<file path="config.mk">
export PLATFORM = sky130hd
export DESIGN_NAME = sld_top
export DESIGN_NICKNAME = d
export VERILOG_FILES = /design/src/core/sld_pkg.sv /design/src/core/sld_top.sv /design/src/core/sld_debounce.sv
export SDC_FILE = /design/constraint.sdc
export NUM_CORES = 1
export LEC_CHECK = 0
export ABC_AREA = 1
export BUFFER_PORTS_ARGS = -buffer_cell sky130_fd_sc_hd__buf_2
export CAP_MARGIN = 20
export CORE_AREA = 2 2 116 118
export CTS_BUF_LIST = sky130_fd_sc_hd__clkbuf_2
export CTS_CLUSTER_DIAMETER = 120
export CTS_CLUSTER_SIZE = 30
export DETAILED_ROUTE_END_ITERATION = 6
export DIE_AREA = 0 0 118 120
export HOLD_SLACK_MARGIN = 0.06
export PLACE_DENSITY_LB_ADDON = 0.1
export SYNTH_ARGS = -nofsm -noshare
export SYNTH_HDL_FRONTEND = slang
export SYNTH_SLANG_ARGS = --single-unit
export TNS_END_PERCENT = 30
</file>
<file path="constraint.sdc">
create_clock -name clk -period 4.75 [get_ports clk]
set_input_delay 0.7125 -clock clk [delete_from_list [all_inputs] [get_ports clk]]
set_output_delay 0.7125 -clock clk [all_outputs]
set_load 0.005 [all_outputs]
</file>
<file path="src/core/sld_pkg.sv">
// sld_pkg: register map, field layout, timing constants and carrier types
// for the status led and trigger input debounce block.
// assumes a 100 MHz system clock and a 32-bit avalon-mm register slave.
package sld_pkg;

   // clock and timing
   localparam int unsigned CLK_HZ = 100_000_000;
   localparam int unsigned FILTER_STEP_NS = 10_000;
   localparam int unsigned FILTER_STEP_CYC = FILTER_STEP_NS / (1_000_000_000 / CLK_HZ);
   localparam int unsigned FILTER_MAX_US = 81_920;
   localparam int unsigned FILTER_MAX_STEPS = FILTER_MAX_US * 1000 / FILTER_STEP_NS;
   localparam int unsigned SLOW_BLINK_MS = 500;
   localparam int unsigned FAST_BLINK_MS = 100;
   localparam int unsigned SLOW_BLINK_CYC = SLOW_BLINK_MS * (CLK_HZ / 1000);
   localparam int unsigned FAST_BLINK_CYC = FAST_BLINK_MS * (CLK_HZ / 1000);

   // register byte offsets
   localparam logic [3:0] OFS_GREEN_SEL = 4'h0;
   localparam logic [3:0] OFS_RED_SEL = 4'h4;
   localparam logic [3:0] OFS_FILTER = 4'h8;
   localparam logic [3:0] OFS_STATUS = 4'hc;

   // filter register fields
   localparam int FLT_TIME_LSB = 0;
   localparam int FLT_TIME_W = 14;
   localparam int FLT_RISE_BIT = 16;
   localparam int FLT_FALL_BIT = 17;

   // status register fields
   localparam int ST_FILTERED_BIT = 0;
   localparam int ST_GREEN_BIT = 1;
   localparam int ST_RED_BIT = 2;
   localparam int ST_RAW_BIT = 3;

   // led source selection codes
   typedef enum logic [3:0] {
      SRC_USB2_ENUM = 4'h0,
      SRC_USB3_ENUM = 4'h1,
      SRC_REG_VALUE = 4'h2,
      SRC_STROBE = 4'h3,
      SRC_BUSY = 4'h4,
      SRC_STREAMING = 4'h5,
      SRC_TRIG_LEVEL = 4'h6,
      SRC_TRIG_EDGE = 4'h7,
      SRC_SLOW_BLINK = 4'h8,
      SRC_FAST_BLINK = 4'h9,
      SRC_LINE = 4'ha
   } sld_src_t;

   // reset values
   localparam logic [3:0] GREEN_SEL_RST = 4'h0;
   localparam logic [3:0] RED_SEL_RST = 4'h2;
   localparam logic [13:0] FILTER_TIME_RST = 14'h0000;

   // camera status sources bundled
   typedef struct packed {
      logic usb2_enum;
      logic usb3_enum;
      logic strobe;
      logic busy;
      logic streaming;
      logic trig_level;
      logic trig_edge;
   } sld_cam_status_t;

   // filter configuration
   typedef struct packed {
      logic rise_en;
      logic fall_en;
      logic [FLT_TIME_W-1:0] steps;
   } sld_filter_cfg_t;

endpackage : sld_pkg

</file>
<file path="src/core/sld_top.sv">
// sld_top: status led selection, power indicator and trigger input debounce
// with an avalon-mm register slave.
// assumes synchronous inputs, one 100 MHz clock and a 32-bit avalon master.
//
// How it works
// RQ1 - the power led follows the host cable power sense and is dark without it.
// RQ2 - after reset the green led shows usb 2.0 enumeration, and usb 3.0 enumeration may be chosen instead.
// RQ3 - each status led picks one source: register value, strobe, busy, streaming, trigger level or edge, blinks, or its line.
// RQ4 - the trigger input line appears on the green led only when selected there and on no other led.
// RQ5 - the trigger output line appears on the red led only when selected there.
// RQ6 - the trigger input has a rise, fall or both debounce filter in 10 us steps up to 81.92 ms.
// RQ7 - a filtered edge passes only after the raw level held for the full programmed time.
`timescale 1ns/1ps
module sld_top
   import sld_pkg::*;
(
   // clock and reset
   input wire logic clk,
   input wire logic rstn,
   // avalon-mm slave
   input wire logic [3:0] avs_address,
   input wire logic avs_read,
   input wire logic avs_write,
   input wire logic [31:0] avs_writedata,
   input wire logic [3:0] avs_byteenable,
   output logic [31:0] avs_readdata,
   output logic avs_waitrequest,
   // camera status and lines
   input wire logic vbus_present,
   input wire sld_cam_status_t cam_status,
   input wire logic trigger_input_line,
   input wire logic trigger_output_line,
   // debounced trigger towards the camera core
   output logic trigger_filtered,
   // leds
   output logic power_led,
   output logic green_status_led,
   output logic red_status_led
);

   logic [3:0] green_sel_reg;
   logic [3:0] red_sel_reg;
   logic green_val_reg;
   logic red_val_reg;
   sld_filter_cfg_t filter_reg;
   logic [31:0] rdata_reg;
   logic ack_reg;
   logic wait_reg;
   logic power_reg;
   logic green_reg;
   logic red_reg;
   logic filt_out_reg;
   logic [25:0] slow_cnt_reg;
   logic [23:0] fast_cnt_reg;
   logic slow_blink_reg;
   logic fast_blink_reg;
   logic filt_w;

   // one wait cycle per access; ack drops waitrequest for exactly one edge
   wire logic req = (avs_read || avs_write) && !ack_reg;
   // writes land at the edge where the master sees waitrequest low
   wire logic wr_go = avs_write && ack_reg;
   wire logic rd_go = avs_read && !ack_reg;
   wire logic wr_green = wr_go && (avs_address == OFS_GREEN_SEL) && avs_byteenable[0];
   wire logic wr_red = wr_go && (avs_address == OFS_RED_SEL) && avs_byteenable[0];
   wire logic wr_flt_lo = wr_go && (avs_address == OFS_FILTER) && avs_byteenable[0];
   wire logic wr_flt_hi1 = wr_go && (avs_address == OFS_FILTER) && avs_byteenable[1];
   wire logic wr_flt_hi2 = wr_go && (avs_address == OFS_FILTER) && avs_byteenable[2];

   // values beyond the maximum step count clamp to the longest time
   // 14 bits so that the longest time of 8192 steps is representable
   wire logic [13:0] steps_wr = {wr_flt_hi1 ? avs_writedata[13:8] : filter_reg.steps[13:8],
                                 wr_flt_lo ? avs_writedata[7:0] : filter_reg.steps[7:0]};
   wire logic [13:0] steps_next = (steps_wr > 14'(FILTER_MAX_STEPS)) ? 14'(FILTER_MAX_STEPS) : steps_wr; // RQ6

   function automatic logic [31:0] sel_word(input logic [3:0] sel, input logic val);
      sel_word = {23'h000000, val, 4'h0, sel};
   endfunction : sel_word

   wire logic [31:0] rd_mux =
      (avs_address == OFS_GREEN_SEL) ? sel_word(green_sel_reg, green_val_reg) :
      (avs_address == OFS_RED_SEL) ? sel_word(red_sel_reg, red_val_reg) :
      (avs_address == OFS_FILTER) ? {14'h0000, filter_reg.fall_en, filter_reg.rise_en, 2'h0, filter_reg.steps} :
      (avs_address == OFS_STATUS) ? {28'h0000000, trigger_input_line, red_reg, green_reg, filt_out_reg} :
      32'h00000000;

   // shared source decode; the line code picks a different line per led
   function automatic logic pick(input logic [3:0] sel, input logic val, input logic line,
                                 input sld_cam_status_t st, input logic slow, input logic fast,
                                 input logic allow_enum);
      unique case (sel)
         SRC_USB2_ENUM: pick = allow_enum ? st.usb2_enum : 1'b0; // RQ2
         SRC_USB3_ENUM: pick = allow_enum ? st.usb3_enum : 1'b0; // RQ2
         SRC_REG_VALUE: pick = val; // RQ3
         SRC_STROBE: pick = st.strobe; // RQ3
         SRC_BUSY: pick = st.busy; // RQ3
         SRC_STREAMING: pick = st.streaming; // RQ3
         SRC_TRIG_LEVEL: pick = st.trig_level; // RQ3
         SRC_TRIG_EDGE: pick = st.trig_edge; // RQ3
         SRC_SLOW_BLINK: pick = slow; // RQ3
         SRC_FAST_BLINK: pick = fast; // RQ3
         SRC_LINE: pick = line;
         default: pick = 1'b0;
      endcase
   endfunction : pick

   // green mirrors the input line, red the output line, never the reverse
   wire logic green_next = pick(green_sel_reg, green_val_reg, trigger_input_line, cam_status,
                                slow_blink_reg, fast_blink_reg, 1'b1); // RQ4
   wire logic red_next = pick(red_sel_reg, red_val_reg, trigger_output_line, cam_status,
                              slow_blink_reg, fast_blink_reg, 1'b0); // RQ5

   wire logic slow_wrap = slow_cnt_reg == 26'(SLOW_BLINK_CYC - 1);
   wire logic fast_wrap = fast_cnt_reg == 24'(FAST_BLINK_CYC - 1);

   sld_debounce u_debounce (
      .clk(clk),
      .rstn(rstn),
      .cfg(filter_reg),
      .raw_in(trigger_input_line),
      .filt_out(filt_w)
   );

   always_ff @(posedge clk) begin
      if (!rstn) begin
         green_sel_reg <= GREEN_SEL_RST; // RQ2
         red_sel_reg <= RED_SEL_RST;
         green_val_reg <= 1'b0;
         red_val_reg <= 1'b0;
         filter_reg <= '{rise_en: 1'b0, fall_en: 1'b0, steps: FILTER_TIME_RST};
      end else begin
         if (wr_green) begin
            green_sel_reg <= avs_writedata[3:0];
            green_val_reg <= avs_writedata[8];
         end
         if (wr_red) begin
            red_sel_reg <= avs_writedata[3:0];
            red_val_reg <= avs_writedata[8];
         end
         if (wr_flt_lo || wr_flt_hi1) begin
            filter_reg.steps <= steps_next; // RQ6
         end
         if (wr_flt_hi2) begin
            filter_reg.rise_en <= avs_writedata[FLT_RISE_BIT]; // RQ6
            filter_reg.fall_en <= avs_writedata[FLT_FALL_BIT]; // RQ6
         end
      end
   end

   always_ff @(posedge clk) begin
      if (!rstn) begin
         ack_reg <= 1'b0;
         wait_reg <= 1'b1;
         rdata_reg <= 32'h00000000;
      end else begin
         ack_reg <= req;
         wait_reg <= !req;
         rdata_reg <= rd_go ? rd_mux : rdata_reg;
      end
   end

   always_ff @(posedge clk) begin
      if (!rstn) begin
         slow_cnt_reg <= 26'h0000000;
         fast_cnt_reg <= 24'h000000;
         slow_blink_reg <= 1'b0;
         fast_blink_reg <= 1'b0;
      end else begin
         slow_cnt_reg <= slow_wrap ? 26'h0000000 : slow_cnt_reg + 26'h0000001;
         fast_cnt_reg <= fast_wrap ? 24'h000000 : fast_cnt_reg + 24'h000001;
         slow_blink_reg <= slow_wrap ? !slow_blink_reg : slow_blink_reg;
         fast_blink_reg <= fast_wrap ? !fast_blink_reg : fast_blink_reg;
      end
   end

   always_ff @(posedge clk) begin
      if (!rstn) begin
         power_reg <= 1'b0;
         green_reg <= 1'b0;
         red_reg <= 1'b0;
         filt_out_reg <= 1'b0;
      end else begin
         power_reg <= vbus_present; // RQ1
         green_reg <= green_next;
         red_reg <= red_next;
         filt_out_reg <= filt_w;
      end
   end

   assign avs_readdata = rdata_reg;
   assign avs_waitrequest = wait_reg;
   assign power_led = power_reg;
   assign green_status_led = green_reg;
   assign red_status_led = red_reg;
   assign trigger_filtered = filt_out_reg;
endmodule : sld_top

</file>
<file path="src/core/sld_debounce.sv">
// sld_debounce: edge-selective debounce filter on the trigger input.
// assumes the raw line is already synchronous to clk.
`timescale 1ns/1ps
module sld_debounce
   import sld_pkg::*;
(
   // clock and reset
   input wire logic clk,
   input wire logic rstn,
   // configuration and data
   input wire sld_filter_cfg_t cfg,
   input wire logic raw_in,
   output logic filt_out
);

   logic [13:0] step_cnt_reg;
   logic [13:0] step_cnt_next;
   logic [16:0] tick_cnt_reg;
   logic [16:0] tick_cnt_next;
   logic filt_reg;
   logic filt_next;

   // a filter time of zero, or an edge not selected, passes straight through
   wire logic differs = raw_in != filt_reg;
   wire logic filtered_dir = raw_in ? cfg.rise_en : cfg.fall_en;
   wire logic bypass = !filtered_dir || (cfg.steps == 14'h0000);
   wire logic tick = tick_cnt_reg == 17'(FILTER_STEP_CYC - 1);
   wire logic held_long = tick && (step_cnt_reg == cfg.steps - 14'h0001);

   // any return to the old level restarts the count, so short pulses vanish
   assign tick_cnt_next = (!differs || bypass || tick) ? 17'h00000 : tick_cnt_reg + 17'h00001; // RQ7
   assign step_cnt_next = (!differs || bypass) ? 14'h0000 : (tick ? step_cnt_reg + 14'h0001 : step_cnt_reg); // RQ7
   assign filt_next = (differs && (bypass || held_long)) ? raw_in : filt_reg; // RQ6

   always_ff @(posedge clk) begin
      if (!rstn) begin
         tick_cnt_reg <= 17'h00000;
         step_cnt_reg <= 14'h0000;
         filt_reg <= 1'b0;
      end else begin
         tick_cnt_reg <= tick_cnt_next;
         step_cnt_reg <= step_cnt_next;
         filt_reg <= filt_next;
      end
   end

   assign filt_out = filt_reg;
endmodule : sld_debounce

</file>
==> out/summary.txt <==
outcome = finished clean
nets@finish = 1142
Initial Util = 53.4%
layout cells sized above 1 = 10.9%
HP Class = primary input to register
top-count cell post-synth = nand2_1
Crit Path Class = register to register
DR iter-0 viols = 540
Die ar. = 14200 um^2
Crit. End Element = register
via count = 6396
Hold Path Stages = 3
Slew HR = 39.0%
CP required = 5.36 ns
post-route clock period utilization = 53.8%
Final setup viols = 0
setup bufs post-CTS = 0
first-pass GRT wire length = 26200 um
synthesized instance count = 1025
DRC Markers = 0
post-route setup TNS = 0 ns
Pre-antenna DRT Iters = 5
via count of the first global-routing pass = 5704
worst skew pair latency = 0.70 ns
Post-synth EDFFs = 0
min-delay src = vbus_present
Max-cap violations = 0
Hold Path Sink = power_led
Syn-to-layout area delta = 8.00%
Mapped Avg Cell Area = 6.76 um^2
TritonCTS Buffers = 17
Final Hold Viols = 0
CTS root buf = clkbuf_2
Synth Warn # = 0
antenna violations before repair = 1
CTS tree = built
Synth Cell Area = 6930 um^2
area leader, netlist = dfxtp_1
Worst-path clk slew = 0.17 ns
Critical Path AT = 3.17 ns
Worst R2R Setup Slack = 2.19 ns
Fill cells = 1329
top cells by count, synth = nand2_1 (222), inv_1 (142), dfxtp_1 (132), nor2_1 (130), a21oi_1 (67)
dpl hpwl = 11600 um
Synth Flop Type = dfxtp_1
asr flop ratio synth = 0%
CP max FO = 24
Slew Viols, Final = 0
Final min period = 2.56 ns
Finished Layout Cells = 1268
Fin Hold WS = 0.191 ns
vias per inst = 5.04
reg2reg start = slow_cnt_reg[0]
worst slew pin tran = 0.915 ns
number of port buffers = 57
top cells by area, synth = dfxtp_1 (38%), nand2_1 (12%), inv_1 (7.7%)
placed cells = 1238
max reg flops = 26
Yosys cell types = 43
DIE HEIGHT = 120 um
Final Skew = 0.0203 ns
Worst VDD drop = 0.126 mV
Longest Clk Path Bufs = 2
# hold bufs at CTS = 0
post-CTS resize count = 0
Worst R2R End = slow_cnt_reg[23]
Max Freq = 0.391 GHz
pwr dens = 251 nW/um^2
post-synthesis sequential area ratio = 38.2%
Synth top area share = 38.2%
Final Core Density = 57.6%
RePlAce Congestion = 0.858
total track usage = 22.5%
Final ANT Viol Nets = 0
Worst Setup Start Kind = register
core box area = 13000 um^2
RSZ-0062 raised after global routing = false
Die Wd = 118 um
WL final = 15600 um
IO Pins = 91
leakage = 3.24 nW
clk sink count = 132
Reg2Reg Depth = 9
Rows = 42
H-tree Lvls = 4
largest net degree at the start of global routing = 54
GRT Residual Overflow = 0
wire per inst = 12.3 um
FF+latch count, synth = 132
kinds of logic after synthesis:
group | Yosys count | share of synthesized area, %
flip-flops | 132 | 38.2
AND/OR/NAND/NOR | 513 | 32.8
XOR/XNOR | 32 | 4.05
other | 1 | 0.0541
adder cells (fa/ha/maj) | 6 | 1.08
AO/OA/AOI/OAI | 160 | 12.8
buffers and inverters | 181 | 11.0
per-layer routing:
metal	track usage, %	wire, um	up-vias
met5	0	0	-
met4	6.10	142	0
met3	4.94	707	14
met2	34.8	6860	114
met1	31.8	7870	2860
li1	-	-	3408
layout make-up:
class,count,area (um^2),area share [%]
inverters,146,548,7.33
flip-flops and latches,132,2640,35.3
clock inverters,7,86.3,1.15
clock buffers,21,105,1.41
multi-input cells,727,3580,47.8
repair buffers,58,297,3.96
diodes,1,2.50,0.0335
well taps,176,220,2.94
layout by cell type (no fill, tap or decap), drive strengths merged, types with 12 or more instances in the layout:
master and n:
buf 58, dfxtp 132, nor2 138, nand4 21, nor3b 12, inv 146, a21oi 67, conb 16
o21ai 65, nand2 228, xor2 22, nor3 40, nand3 52, clkbuf 21
power by group:
group          total (W)  switching (W)  internal, W
Sequential       0.00114      0.0000110      0.00113
Clock           0.000613       0.000380     0.000234
Combinational   0.000124      0.0000764    0.0000472
Total            0.00187       0.000467      0.00141
worst max path at each step:
stage / from / to / slack [ns] / depth (start not counted)
6_report: slow_cnt_reg[0] / slow_cnt_reg[23] / 2.19 / 9
5_1_grt: slow_cnt_reg[0] / slow_cnt_reg[23] / 1.92 / 9
4_1_cts: slow_cnt_reg[0] / slow_cnt_reg[23] / 2.14 / 9
3_5_place_dp: avs_address[2] / filter_reg[3] / 2.05 / 12
3_3_place_gp: avs_address[2] / filter_reg[10] / 2.08 / 12
2_1_floorplan: avs_address[1] / filter_reg[9] / 2.72 / 13
critical path, stage by stage (launching register included):
cell	delay, ns
dfxtp_1	0.39
ha_1	0.18
nand2_1	0.08
nor3_2	0.24
nand3_1	0.11
nor3_1	0.45
inv_1	0.15
nand2_1	0.65
a21oi_1	0.08
o21a_1	0.14
through the flow:
step / setup slack [ns] / total power, W / instance area [um^2]
floorplan: 2.72 / 0.00125 / 6980
global placement: 2.08 / 0.00128 / 7270
detailed placement: 2.05 / 0.00128 / 7270
CTS: 2.14 / 0.00190 / 7470
global route: 1.92 / 0.00197 / 7480
finish: 2.19 / 0.00187 / 7480
No activity file was read; power rests on OpenSTA's default activity.
